$ cat config.mk
export PLATFORM = sky130hd
export DESIGN_NAME = lsr_top
export DESIGN_NICKNAME = d
export VERILOG_FILES = /design/src/rtl/lsr_pkg.sv /design/src/rtl/lsr_sync.sv /design/src/rtl/lsr_integ.sv /design/src/rtl/lsr_top.sv
export SDC_FILE = /design/constraint.sdc
export NUM_CORES = 1
export LEC_CHECK = 0
export BUFFER_PORTS_ARGS = -buffer_cell sky130_fd_sc_hd__buf_2
export CORE_MARGIN = 4
export CORE_UTILIZATION = 35
export DETAILED_ROUTE_END_ITERATION = 7
export PLACE_DENSITY = 0.52
export SLEW_MARGIN = 20
export SYNTH_ARGS = -nofsm -noshare
export SYNTH_HDL_FRONTEND = slang
export SYNTH_HIERARCHICAL = 1
export SYNTH_SLANG_ARGS = --single-unit
$ cat constraint.sdc
create_clock -name I_REF_CLK -period 3.96 [get_ports I_REF_CLK]
set_input_delay 0.594 -clock I_REF_CLK [delete_from_list [all_inputs] [get_ports I_REF_CLK]]
set_output_delay 0.594 -clock I_REF_CLK [all_outputs]
set_load 0.03 [all_outputs]
$ cat src/rtl/lsr_pkg.sv
// constants shared by the light sensor readout block
package lsr_pkg;
    // fixed 7-bit bus address, 1000100
    localparam logic [6:0] SLAVE_ADDR   = 7'h44;
    // register offsets
    localparam logic [2:0] OFS_OPCFG    = 3'h0;
    localparam logic [2:0] OFS_ALCTL    = 3'h1;
    localparam logic [2:0] OFS_THRHI    = 3'h2;
    localparam logic [2:0] OFS_THRLO    = 3'h3;
    localparam logic [2:0] OFS_LIGHTLO  = 3'h4;
    localparam logic [2:0] OFS_LIGHTHI  = 3'h5;
    localparam logic [2:0] OFS_TMRLO    = 3'h6;
    localparam logic [2:0] OFS_TMRHI    = 3'h7;
    // reset values
    localparam logic [7:0] RST_OPCFG    = 8'h00;
    localparam logic [7:0] RST_THRHI    = 8'hff;
    localparam logic [7:0] RST_THRLO    = 8'h00;
    // operation_config fields
    localparam int CONVERTER_ENABLE       = 7;
    localparam int CONVERTER_POWERDOWN    = 6;
    localparam int EXTERNAL_TIMING_SELECT = 5;
    localparam int DIODE_SELECT_HI        = 3;
    localparam int DIODE_SELECT_LO        = 2;
    localparam int WIDTH_SELECT_HI        = 1;
    localparam int WIDTH_SELECT_LO        = 0;
    localparam logic [1:0] DIODE_LIGHT  = 2'h2;
    // alarm_gain_control fields
    localparam int ALARM_FLAG             = 5;
    localparam int RANGE_SELECT_HI        = 3;
    localparam int RANGE_SELECT_LO        = 2;
    localparam int PERSIST_SELECT_HI      = 1;
    localparam int PERSIST_SELECT_LO      = 0;
    // command bits of the register address byte
    localparam int CMD_SYNC               = 7;
    localparam int CMD_CLEAR              = 6;
    // internal oscillator derived from the reference clock
    localparam int REF_KHZ                = 40000;
    localparam int OSC_LOW_KHZ            = 342;
    localparam int OSC_HIGH_KHZ           = 684;
    localparam logic [6:0] DIV_LOW      = 7'(REF_KHZ / OSC_LOW_KHZ);
    localparam logic [6:0] DIV_HIGH     = 7'(REF_KHZ / OSC_HIGH_KHZ);
    // persistence counts
    localparam logic [4:0] PERSIST_1    = 5'h01;
    localparam logic [4:0] PERSIST_4    = 5'h04;
    localparam logic [4:0] PERSIST_8    = 5'h08;
    localparam logic [4:0] PERSIST_16   = 5'h10;
    // synchroniser reset: charge low, sda and scl idle high
    localparam logic [2:0] SYNC_RST     = 3'h3;
endpackage

$ cat src/rtl/lsr_sync.sv
// two-flop synchroniser for the pin inputs
`timescale 1ns/10ps
module lsr_sync (
    input  wire logic       i_clk,
    input  wire logic       i_rst_n,
    input  wire logic [2:0] i_async,
    output logic      [2:0] o_sync
);
    typedef struct packed {
        logic [2:0] meta;
        logic [2:0] sync;
    } lsr_sync_t;

    lsr_sync_t st;
    lsr_sync_t next_st;

    // first stage is read by the second only
    always_comb begin
        next_st      = st;
        next_st.meta = i_async;
        next_st.sync = st.meta;
    end

    // both stages reset to the idle line levels
    always_ff @(posedge i_clk or negedge i_rst_n) begin
        if (!i_rst_n) begin
            st <= {lsr_pkg::SYNC_RST, lsr_pkg::SYNC_RST};
        end else begin
            st <= next_st;
        end
    end

    assign o_sync = st.sync;
endmodule

$ cat src/rtl/lsr_integ.sv
// integration timer, charge counter and result capture
`timescale 1ns/10ps
module lsr_integ (
    input  wire logic        i_clk,
    input  wire logic        i_rst_n,
    input  wire logic        i_run,
    input  wire logic        i_ext_mode,
    input  wire logic [1:0]  i_width,
    input  wire logic        i_fast,
    input  wire logic        i_sync,
    input  wire logic        i_charge,
    output logic             o_done,
    output logic      [15:0] o_light,
    output logic      [15:0] o_timer
);
    typedef struct packed {
        logic [6:0]  div;
        logic [15:0] ticks;
        logic [14:0] charge;
        logic        charge_q;
        logic        done;
        logic [15:0] light;
        logic [15:0] timer;
    } lsr_integ_t;

    lsr_integ_t st;
    lsr_integ_t next_st;
    logic       osc_tick;
    logic       end_int;

    // last oscillator tick of a 2^n window
    function automatic logic [15:0] last_tick(input logic [1:0] w);
        unique case (w)
            2'h0: last_tick = 16'hffff;
            2'h1: last_tick = 16'h0fff;
            2'h2: last_tick = 16'h00ff;
            2'h3: last_tick = 16'h000f;
        endcase
    endfunction

    // full scale of the signed (n-1) bit result
    function automatic logic [14:0] full_scale(input logic [1:0] w);
        unique case (w)
            2'h0: full_scale = 15'h7fff;
            2'h1: full_scale = 15'h07ff;
            2'h2: full_scale = 15'h007f;
            2'h3: full_scale = 15'h0007;
        endcase
    endfunction

    // oscillator, counters and end of integration
    always_comb begin
        next_st          = st;
        next_st.done     = 1'b0;
        next_st.charge_q = i_charge;
        osc_tick         = (st.div == 7'h00);
        end_int          = 1'b0;
        if (!i_run) begin
            next_st.div    = 7'h00;
            next_st.ticks  = 16'h0000;
            next_st.charge = 15'h0000;
        end else begin
            // range 3 and 4 double the oscillator
            if (osc_tick) begin
                next_st.div = (i_fast ? lsr_pkg::DIV_HIGH : lsr_pkg::DIV_LOW) - 7'h01; // RULE5
            end else begin
                next_st.div = st.div - 7'h01;
            end
            if (osc_tick && st.ticks != 16'hffff) begin
                next_st.ticks = st.ticks + 16'h0001;
            end
            if (i_charge && !st.charge_q && st.charge < full_scale(i_width)) begin
                next_st.charge = st.charge + 15'h0001; // RULE2
            end
            if (i_ext_mode) begin
                end_int = i_sync; // RULE4 RULE13
            end else begin
                end_int = osc_tick && (st.ticks == last_tick(i_width)); // RULE3
            end
            if (end_int) begin
                next_st.done   = 1'b1; // RULE19
                next_st.light  = {1'b0, st.charge}; // RULE2 RULE10
                next_st.timer  = (st.ticks == 16'hffff) ? st.ticks
                                 : st.ticks + {15'h0000, osc_tick}; // RULE10
                next_st.ticks  = 16'h0000;
                next_st.charge = 15'h0000;
            end
        end
    end

    // results and counters clear on reset
    always_ff @(posedge i_clk or negedge i_rst_n) begin
        if (!i_rst_n) begin
            st <= '0;
        end else begin
            st <= next_st;
        end
    end

    assign o_done  = st.done;
    assign o_light = st.light;
    assign o_timer = st.timer;
endmodule

$ cat src/rtl/lsr_top.sv
// light sensor readout: bus slave, registers and alarm
// Overview of operation
// [RULE1] alarm pin only pulled low, never high
// [RULE2] light result is signed 15-bit count
// [RULE3] internal mode ends after 2^n oscillator ticks
// [RULE4] external mode period is between sync commands
// [RULE5] four gain ranges selectable by host
// [RULE6] alarm when count outside threshold window
// [RULE7] alarm only after persistent violation
// [RULE8] config registers hold until rewritten
// [RULE9] four read-only count bytes
// [RULE10] data holds latest result and timer
// [RULE11] answer bus address 1000100 only
// [RULE12] receiver pulls SDA low to acknowledge
// [RULE13] address bit 7 restarts integration; the code acts on it in external timing mode only
// [RULE14] address bit 6 clears the alarm
// [RULE15] eight registers, resets 00h, upper FFh
// [RULE16] alarm flag set on trigger, write-0 clears
// [RULE17] persistence codes give 1, 4, 8, 16
// [RULE18] threshold byte is upper byte, low zero
// [RULE19] light count refreshed each integration
// [RULE20] write: addr, reg, data; read: reg, restart
`timescale 1ns/10ps
module lsr_top (
    input  wire logic I_REF_CLK,
    input  wire logic I_RSTN,
    input  wire logic I_SCL,
    input  wire logic I_SDA,
    output logic      O_SDA_O,
    output logic      O_SDA_OE,
    input  wire logic I_CHARGE_PULSE,
    output logic      O_ALARM_N_O,
    output logic      O_ALARM_N_OE
);
    // bus slave sequencing states
    typedef enum logic [2:0] {
        IDLE,
        ADDR,
        REG,
        WDAT,
        ACK,
        RDAT,
        MACK,
        SKIP
    } lsr_bus_t;

    // all block state in one registered word
    typedef struct packed {
        lsr_bus_t   bus;
        lsr_bus_t   after;
        logic [3:0] cnt;
        logic [7:0] sh;
        logic [2:0] ptr;
        logic       scl_q;
        logic       sda_q;
        logic       sda_oe;
        logic       sync_cmd;
        logic [7:0] opcfg;
        logic       flag;
        logic [1:0] range;
        logic [1:0] persist;
        logic [7:0] thr_hi;
        logic [7:0] thr_lo;
        logic [4:0] hits;
    } lsr_top_t;

    // state, decoded line events and datapath nets
    lsr_top_t    st;
    lsr_top_t    next_st;
    logic [2:0]  pins;
    logic        scl;
    logic        sda;
    logic        scl_rise;
    logic        scl_fall;
    logic        start;
    logic        stop;
    logic        wr_en;
    logic        clr_cmd;
    logic [7:0]  rdata;
    logic [7:0]  alctl;
    logic        run;
    logic        done;
    logic [15:0] light;
    logic [15:0] timer;
    logic        outside;
    logic [4:0]  hits_inc;

    // persistence code to cycle count
    function automatic logic [4:0] persist_len(input logic [1:0] code);
        unique case (code)
            2'h0: persist_len = lsr_pkg::PERSIST_1; // RULE17
            2'h1: persist_len = lsr_pkg::PERSIST_4;
            2'h2: persist_len = lsr_pkg::PERSIST_8; // RULE7
            2'h3: persist_len = lsr_pkg::PERSIST_16;
        endcase
    endfunction

    // bus pins and charge pulses cross into the clock domain
    lsr_sync u_sync (
        .i_clk   (I_REF_CLK),
        .i_rst_n (I_RSTN),
        .i_async ({I_CHARGE_PULSE, I_SDA, I_SCL}),
        .o_sync  (pins)
    );

    // converter runs only when enabled, awake and on light diode
    assign run = st.opcfg[lsr_pkg::CONVERTER_ENABLE]
               & ~st.opcfg[lsr_pkg::CONVERTER_POWERDOWN]
               & (st.opcfg[lsr_pkg::DIODE_SELECT_HI:lsr_pkg::DIODE_SELECT_LO]
                  == lsr_pkg::DIODE_LIGHT);

    lsr_integ u_integ (
        .i_clk      (I_REF_CLK),
        .i_rst_n    (I_RSTN),
        .i_run      (run),
        .i_ext_mode (st.opcfg[lsr_pkg::EXTERNAL_TIMING_SELECT]),
        .i_width    (st.opcfg[lsr_pkg::WIDTH_SELECT_HI:lsr_pkg::WIDTH_SELECT_LO]),
        .i_fast     (st.range[1]),
        .i_sync     (st.sync_cmd),
        .i_charge   (pins[2]),
        .o_done     (done),
        .o_light    (light),
        .o_timer    (timer)
    );

    // bus line events
    assign scl      = pins[0];
    assign sda      = pins[1];
    assign scl_rise = scl & ~st.scl_q;
    assign scl_fall = ~scl & st.scl_q;
    assign start    = scl & st.scl_q & st.sda_q & ~sda;
    assign stop     = scl & st.scl_q & ~st.sda_q & sda;

    // threshold window, low byte of each bound is zero
    assign outside  = (light > {st.thr_hi, 8'h00})
                    | (light < {st.thr_lo, 8'h00}); // RULE6 RULE18
    assign hits_inc = (st.hits < lsr_pkg::PERSIST_16) ? st.hits + 5'h01 : st.hits;

    // control register read image, unused bits read 0
    assign alctl = {2'h0, st.flag, 1'b0, st.range, st.persist};

    // read data selected by the register pointer
    always_comb begin
        unique case (st.ptr)
            lsr_pkg::OFS_OPCFG:   rdata = st.opcfg;
            lsr_pkg::OFS_ALCTL:   rdata = alctl;
            lsr_pkg::OFS_THRHI:   rdata = st.thr_hi;
            lsr_pkg::OFS_THRLO:   rdata = st.thr_lo;
            lsr_pkg::OFS_LIGHTLO: rdata = light[7:0]; // RULE9
            lsr_pkg::OFS_LIGHTHI: rdata = light[15:8];
            lsr_pkg::OFS_TMRLO:   rdata = timer[7:0];
            lsr_pkg::OFS_TMRHI:   rdata = timer[15:8]; // RULE9
        endcase
    end

    // bus slave sequencing, register writes and alarm
    always_comb begin
        next_st          = st;
        next_st.scl_q    = scl;
        next_st.sda_q    = sda;
        next_st.sync_cmd = 1'b0;
        wr_en            = 1'b0;
        clr_cmd          = 1'b0;
        if (start) begin
            // start or repeated start, pointer kept
            next_st.bus    = ADDR;
            next_st.cnt    = 4'h0;
            next_st.sda_oe = 1'b0;
        end else if (stop) begin
            next_st.bus    = IDLE;
            next_st.sda_oe = 1'b0;
        end else begin
            unique case (st.bus)
                IDLE, SKIP: begin
                    next_st.sda_oe = 1'b0;
                end
                ADDR, REG, WDAT: begin
                    if (scl_rise && st.cnt != 4'h8) begin
                        next_st.sh  = {st.sh[6:0], sda};
                        next_st.cnt = st.cnt + 4'h1;
                    end else if (scl_fall && st.cnt == 4'h8) begin
                        next_st.cnt    = 4'h0;
                        next_st.bus    = ACK;
                        next_st.sda_oe = 1'b1; // RULE12
                        if (st.bus == ADDR) begin
                            if (st.sh[7:1] == lsr_pkg::SLAVE_ADDR) begin // RULE11
                                next_st.after = st.sh[0] ? RDAT : REG; // RULE20
                            end else begin
                                next_st.bus    = SKIP;
                                next_st.sda_oe = 1'b0;
                            end
                        end else if (st.bus == REG) begin
                            next_st.ptr      = st.sh[2:0];
                            next_st.sync_cmd = st.sh[lsr_pkg::CMD_SYNC]; // RULE13
                            clr_cmd          = st.sh[lsr_pkg::CMD_CLEAR]; // RULE14
                            next_st.after    = WDAT; // RULE20
                        end else begin
                            wr_en         = 1'b1;
                            next_st.after = WDAT;
                        end
                    end
                end
                ACK: begin
                    // release after the ninth clock, or start sending
                    if (scl_fall) begin
                        next_st.bus    = st.after;
                        next_st.sda_oe = 1'b0;
                        if (st.after == RDAT) begin
                            next_st.sh     = rdata;
                            next_st.sda_oe = ~rdata[7];
                            next_st.cnt    = 4'h1;
                        end
                    end
                end
                RDAT: begin
                    // shift out msb first on each falling edge
                    if (scl_fall) begin
                        if (st.cnt == 4'h8) begin
                            next_st.bus    = MACK;
                            next_st.sda_oe = 1'b0;
                        end else begin
                            next_st.sh     = {st.sh[6:0], 1'b0};
                            next_st.sda_oe = ~st.sh[6];
                            next_st.cnt    = st.cnt + 4'h1;
                        end
                    end
                end
                MACK: begin
                    // host acknowledge asks for another byte
                    if (scl_rise && sda) begin
                        next_st.bus = SKIP; // RULE12
                    end else if (scl_fall) begin
                        next_st.bus    = RDAT;
                        next_st.sh     = rdata;
                        next_st.sda_oe = ~rdata[7];
                        next_st.cnt    = 4'h1;
                    end
                end
            endcase
        end

        // register writes; read-only offsets ignore data
        if (wr_en) begin
            unique case (st.ptr)
                lsr_pkg::OFS_OPCFG: begin
                    next_st.opcfg = st.sh; // RULE8
                end
                lsr_pkg::OFS_ALCTL: begin
                    next_st.range   = st.sh[lsr_pkg::RANGE_SELECT_HI:lsr_pkg::RANGE_SELECT_LO];
                    next_st.persist = st.sh[lsr_pkg::PERSIST_SELECT_HI:lsr_pkg::PERSIST_SELECT_LO];
                    if (!st.sh[lsr_pkg::ALARM_FLAG]) begin
                        next_st.flag = 1'b0; // RULE16
                    end
                end
                lsr_pkg::OFS_THRHI: begin
                    next_st.thr_hi = st.sh;
                end
                lsr_pkg::OFS_THRLO: begin
                    next_st.thr_lo = st.sh;
                end
                default: begin
                    // count bytes keep their values
                end
            endcase
        end
        // command byte bit 6 clears the pending alarm
        if (clr_cmd) begin
            next_st.flag = 1'b0; // RULE14
        end

        // persistence count, set placed after clears so it wins
        if (done) begin
            if (outside) begin
                next_st.hits = hits_inc;
                if (hits_inc >= persist_len(st.persist)) begin
                    next_st.flag = 1'b1; // RULE6 RULE7 RULE16
                end
            end else begin
                next_st.hits = 5'h00;
            end
        end
    end

    // register the state; bus lines reset to idle high
    always_ff @(posedge I_REF_CLK or negedge I_RSTN) begin
        if (!I_RSTN) begin
            st        <= '0; // RULE15
            st.scl_q  <= 1'b1;
            st.sda_q  <= 1'b1;
            st.opcfg  <= lsr_pkg::RST_OPCFG;
            st.thr_hi <= lsr_pkg::RST_THRHI; // RULE15
            st.thr_lo <= lsr_pkg::RST_THRLO;
        end else begin
            st <= next_st;
        end
    end

    // open-drain outputs never drive high
    assign O_SDA_O      = 1'b0;
    assign O_SDA_OE     = st.sda_oe;
    assign O_ALARM_N_O  = 1'b0; // RULE1
    assign O_ALARM_N_OE = st.flag; // RULE1
endmodule

======== Yosys cells after proc, flatten, opt, wreduce, memory -nomap -nowiden ========
Cells that the tools add are included.
operators by class
  add/subtract/negate cells ............... 7
  multiplexer cells ....................... 94
  magnitude comparators ................... 5
  bitwise gates (word level) .............. 21
  reduce and logical (&&, ||, !) cells .... 29
  eq/ne operators ......................... 54
operators with widths
  operator               number
  $mux 12                6
  $mux 33                2
  $mux 16                4
  $pmux 16 s4            1
  $pmux 8 s8             1
  $pmux 15 s4            1
  $mux 3                 16
  $pmux 12 s4            1
  $mux 15                3
  $mux 38                1
  $mux 1                 36
  $ne 4x4->1 const B     9
  $mux 31                1
  $eq 3x3->1 const B     9
  $mux 5                 5
  $mux 8                 3
  $ne 3x3->1 const B     8
  $mux 21                1
  $pmux 5 s4             1
  $add 16x1->16          1
  $add 16x1->16 const B  1
  $eq 16x16->1           1
  $eq 16x16->1 const B   1
  $gt 15x16->1           1
  43 further kinds       96
storage, ports and cells
  input port bits ......................... 5
  register bits ........................... 136
  word-level logic and storage cells ...... 235
  output and inout bits ................... 4

======== Logic depth before layout (Yosys ltp) ========
  depth in word-level cells ............... 13
  mapped depth ............................ 10
  gate-level depth less buffers ........... 10

======== Hierarchy ========
Netlist, hierarchy kept.
by module, submodules not included
  module     sequential area each (um^2)  instances  area each (um^2)  cells each
  lsr_integ  1776.7                       1          4160.2            433
  lsr_top    1488.9                       1          3888.7            384
  lsr_sync   155.1                        1          155.1             6

======== Worst setup path before layout ========
Ideal clock, no wire load.
  kind .................................... reg2reg
  start ................................... register, netlist name st[27]
  end ..................................... register u_integ/st[35] (netlist bit)
  data required time ...................... 3883 ps
  period minus slack after synthesis ...... 2366 ps
  data arrival time ....................... 2289 ps
  stages on the path, launching flop included .. 11
  path buffers ............................ 2
  path slack .............................. 1594 ps
  setup time .............................. 77 ps
  cells stage by stage .................... dfrtp_1 > nor2_1 > inv_1 > ha_1 > nand4_1 > a211oi_1 > and2_1 > clkbuf_1 > clkbuf_1 > o21ai_0 > a21oi_1
RTL lines
  item                  RTL line         RTL
  end signal, assigned  lsr_integ.sv:96  st <= next_st;
  end, declared         lsr_integ.sv:26  lsr_integ_t st;

======== Final worst setup path ========
  start ................................... register u_integ/st[71] (netlist bit)
  end ..................................... register u_integ.st, in the netlist u_integ/o_timer[11]
between the ends
  cells in the longest elaborated chain, start to end .. 5
  elaborated cells between the ends (all ways) .. 7
  classes of those cells .................. add/sub (1); mux (3); reduce/logical (3)
RTL lines
  item                                                   RTL line         RTL
  $logic_not 7->1 (*)                                    lsr_integ.sv:56  osc_tick = (st.div == 7'h00);
  branches (longest 4 deep; another with $add 16x1->16)  n/a
Every way passes the cells marked *. The select of a mux whose other input is x is not followed.
A chain may end at the register's enable or synchronous reset.

==> run_results.csv <==
group,metric,value,unit
status,status,"complete, no violations",
die,die_y,161,um
grt,antenna_found_initial,0,
logic_synthesis,async_flop_share,1.00,
timing,relSlewSlack,0.342,
power_and_ir_drop,p_total,0.00332,W
finish,areaGrowthSynthToFinish,7.49,%
power_and_ir_drop,leakagePower,3.72,nW
job,max_cap_viol_count,0,
timing,hold_viol_final,0,
setup_path,start_kind,"flop",
timing,slew_violations,0,
setup_path,crit_path_max_incr_delay,0.53,ns
place,pre_cts_ws,1.07,ns
clock_network,cts_root_buf,"clkbuf_16",
setup_path,cp.depth,9,
timing,finalSetupTns,0,ns
logic_synthesis,synth_edf_count,0,
setup_path,r2r-end,"u_integ/o_timer[11]$_DFFE_PN0P_",
power_and_ir_drop,p_per_area,376,nW/um^2
die,placementRows,55,
logic_synthesis,synth_cell_types,75,
logic_synthesis,synth_seq_area_share,0.417,
logic_synthesis,ys_ff_latch,136,
finish,drive_above_1_share,0.163,
logic_synthesis,synth_compound_area_frac,0.129,
clock_network,htreeDepth,4,
grt,grt_use_total,0.154,
setup_path,critical_path.most_common_cell,"nand2_1",
setup_path,crit_path_max_fanout,8,
setup_path,crit_chain,"nor4_2 > nand2_1 > inv_1 > ha_1 > nand2_1 > nor3_1 > nand3_1 > xor2_1 > a21oi_2",
place,gp_congestion,0.861,
setup_path,worstSetupEndpoint,"u_integ/o_timer[11]$_DFFE_PN0P_",
clock_network,ctsResizeCount,0,
logic_synthesis,synth_top_area_frac,0.372,
timing,rsz0062_at_grt,"false",
timing,fmax,0.345,GHz
setup_path,crit_arrival,3.19,ns
grt,grt_overflow,0,
setup_path,crit_start,"u_integ/st[71]$_DFF_PN0_",
timing,worst_pin_slew,0.979,ns
logic_synthesis,synth_area,8200,um^2
timing,period_share,0.733,
clock_network,postCtsSetupBuffers,0,
logic_synthesis,netlist_top_cells_count,"dfrtp_1 (122), mux2_2 (52), nor2_1 (46)",
routing,ant_nets,0,
routing,remaining_drc_errors,0,
setup_path,ff2ff_path_depth,9,
die,chipWidth,161,um
logic_synthesis,synth_ff_type,"dfrtp_1",
grt,grt_pass1_wl,32000,um
logic_synthesis,synth_warnings,6,
clock_network,cts_sinks,136,
routing,via_per_inst,5.35,
timing,whs,0.154,ns
place,dpl.hpwl,13500,um
logic_synthesis,synth_top_family_by_area,"simple AND/OR/NAND/NOR gates",
routing,num_vias,5891,
logic_synthesis,yosysTopAreaCell,"dfrtp_1",
setup_path,cp-end-kind,"flop",
min_path,hold_path.class,"input pin to asynchronous set/reset pin",
die,die-area,26000,um^2
setup_path,cp_top_family,"simple AND/OR/NAND/NOR gates",
die,core,22800,um^2
clock_network,cts_made_buffers,17,
logic_synthesis,syn_inst,823,
timing,finClkSkew,0.0115,ns
setup_path,reg2reg_from,"u_integ/st[71]$_DFF_PN0_",
finish,diodes,0,
setup_path,cp_num_buf_inv,1,
setup_path,crit_slowest_cell,"nor3_1",
finish,fin_area,8820,um^2
routing,routed_wl,19300,um
power_and_ir_drop,peakVddDrop,0.234,mV
finish,nFillCells,2310,
place,place_area,8240,um^2
timing,fin_crit,2.90,ns
routing,post_drt_wl_per_cell,17.5,um
clock_network,insertion_delay,0.42,ns
setup_path,setup.worst_path.class,"flop to flop",
place,port_buffers,6,
logic_synthesis,synth-adder-area-share,0.0534,
logic_synthesis,yosys.area_share.simple,0.181,
grt,grt_max_degree,77,
clock_network,cts_tree,"done",
die,io-pin-count,9,
routing,drtIter0Drc,390,
die,start_util,0.359,
setup_path,cp_data_required_time,4.25,ns
clock_network,hold_buffers,0,
finish,final_net_count,816,
timing,worst_slack,1.06,ns
timing,setup_viol,0,
setup_path,rrSetupSlack,1.06,ns
clock_network,cts.clk_slew.worst_paths,0.06,ns
logic_synthesis,avgSynthCellArea,9.97,um^2
logic_synthesis,synthXorXnorAreaFrac,0.0363,
clock_network,cts_buffer_depth,2,
logic_synthesis,synth.most_common_cell,"dfrtp_1",
logic_synthesis,synth_mux_area_frac,0.107,
logic_synthesis,synth.area.top_cells,"dfrtp_1 (37%), mux2_2 (7.1%), ha_1 (5.3%), dfstp_2 (4.5%), buf_4 (3.2%)",
routing,drt_first_pass_iters,4,
grt,grt_pass1_vias,5744,
==> routing by layer <==
layer / track usage / wire length, um / part of all wire / vias up
li1: - / - / - / 2896
met1: 0.222 / 9580 / 0.50 / 2878
met2: 0.236 / 8870 / 0.46 / 95
met3: 0.0270 / 583 / 0.030 / 22
met4: 0.0535 / 299 / 0.015 / 0
met5: 0 / 0 / 0 / -
==> flip-flops by register name (all words and copies together), names as in the netlist <==
| signal | flops |
|---|---|
| u_integ/o_done | 1 |
| u_integ/st | 39 |
| O_ALARM_N_OE | 1 |
| u_sync/o_sync | 3 |
| alctl | 4 |
| u_integ/o_light | 15 |
| u_integ/o_timer | 16 |
| u_sync/next_st | 3 |
| st | 53 |
| O_SDA_OE | 1 |
==> report_power, final <==
| group | total [W] | internal, W | switching [W] |
|---|---|---|---|
| clock | 0.00156 | 0.000959 | 0.000604 |
| sequential | 0.00155 | 0.00144 | 0.000111 |
| combinational | 0.000201 | 0.0000883 | 0.000113 |
==> cell type report <==
cell class | count | area, um^2 | share of cell area
Timing Repair Buffer | 14 | 109 | 0.0123
Clock buffer | 21 | 460 | 0.0522
Sequential cell | 136 | 3420 | 0.388
Multi-Input combinational cell | 569 | 4170 | 0.473
Tap cell | 313 | 392 | 0.0444
Clock inverter | 11 | 123 | 0.0139
Inverter | 38 | 143 | 0.0162
==> kinds of logic after synthesis <==
logic type,count (synthesis)
AND/OR/NAND/NOR,264
adder cells (fa/ha/maj),35
buffers and inverters,119
other,2
AO/OA/AOI/OAI,158
XOR/XNOR,34
flip-flops,136
multiplexers,75
==> metrics by stage <==
stage | instances | utilization
2_1_floorplan | 824 | -
3_3_place_gp | 1070 | 0.360
3_5_place_dp | 1070 | 0.360
4_1_cts | 1102 | 0.386
5_1_grt | 1102 | 0.386
6_report | 1102 | 0.386
==> worst min path at each step <==
stage | start | to | slack [ns] | depth (start not counted)
4_1_cts | I_RSTN | O_ALARM_N_OE$_DFF_PN0_ | 0.17 | 1
5_1_grt | I_RSTN | st[51]$_DFFE_PN0P_ | 0.19 | 1
6_report | I_RSTN | st[2]$_DFFE_PN0P_ | 0.15 | 1
3_3_place_gp | u_sync/next_st[2]$_DFF_PN0_ | u_sync/o_sync[2]$_DFF_PN0_ | 0.34 | 0
2_1_floorplan | I_RSTN | O_ALARM_N_OE$_DFF_PN0_ | 0.30 | 0
3_5_place_dp | u_sync/next_st[2]$_DFF_PN0_ | u_sync/o_sync[2]$_DFF_PN0_ | 0.34 | 0
==> cells in the final DEF (no fill, tap or decap), types with 5 or more instances in the layout <==
| master | netlist | routed |
|---|---|---|
| a31oi_1 | 10 | 10 |
| nor2_1 | 46 | 46 |
| mux2i_1 | 18 | 18 |
| o31ai_1 | 13 | 13 |
| dfstp_2 | 14 | 14 |
| xor2_1 | 20 | 20 |
| mux4_2 | 5 | 5 |
| nor4_1 | 10 | 10 |
| clkbuf_16 | 0 | 17 |
| and4_1 | 6 | 6 |
| nand2_1 | 45 | 45 |
| dfrtp_1 | 122 | 122 |
| buf_2 | 6 | 5 |
| nand3_1 | 30 | 30 |
| nor3b_1 | 5 | 5 |
| mux2_2 | 52 | 52 |
| nor3_1 | 21 | 21 |
| a211oi_1 | 12 | 12 |
| nand2b_1 | 9 | 9 |
| nor2b_1 | 11 | 11 |
| nand4_1 | 18 | 18 |
| xnor2_1 | 14 | 14 |
| inv_1 | 38 | 38 |
| or4_1 | 17 | 17 |
| a21oi_1 | 44 | 44 |
| and3_1 | 10 | 10 |
| buf_4 | 35 | 7 |
| o211ai_1 | 7 | 7 |
| o21ai_0 | 28 | 28 |
| ha_1 | 35 | 35 |
| and2_1 | 7 | 7 |
==> worst reg2reg max path: cells and delay by family, from the launching register on <==
kind / cells / cell delay [ns]
simple gates: 5 / 1.59
flops: 1 / 0.41
buf+inv: 1 / 0.24
fa+ha+maj: 1 / 0.23
xor+xnor: 1 / 0.23
compound gates: 1 / 0.07
Power figures use the tool's default switching activity.
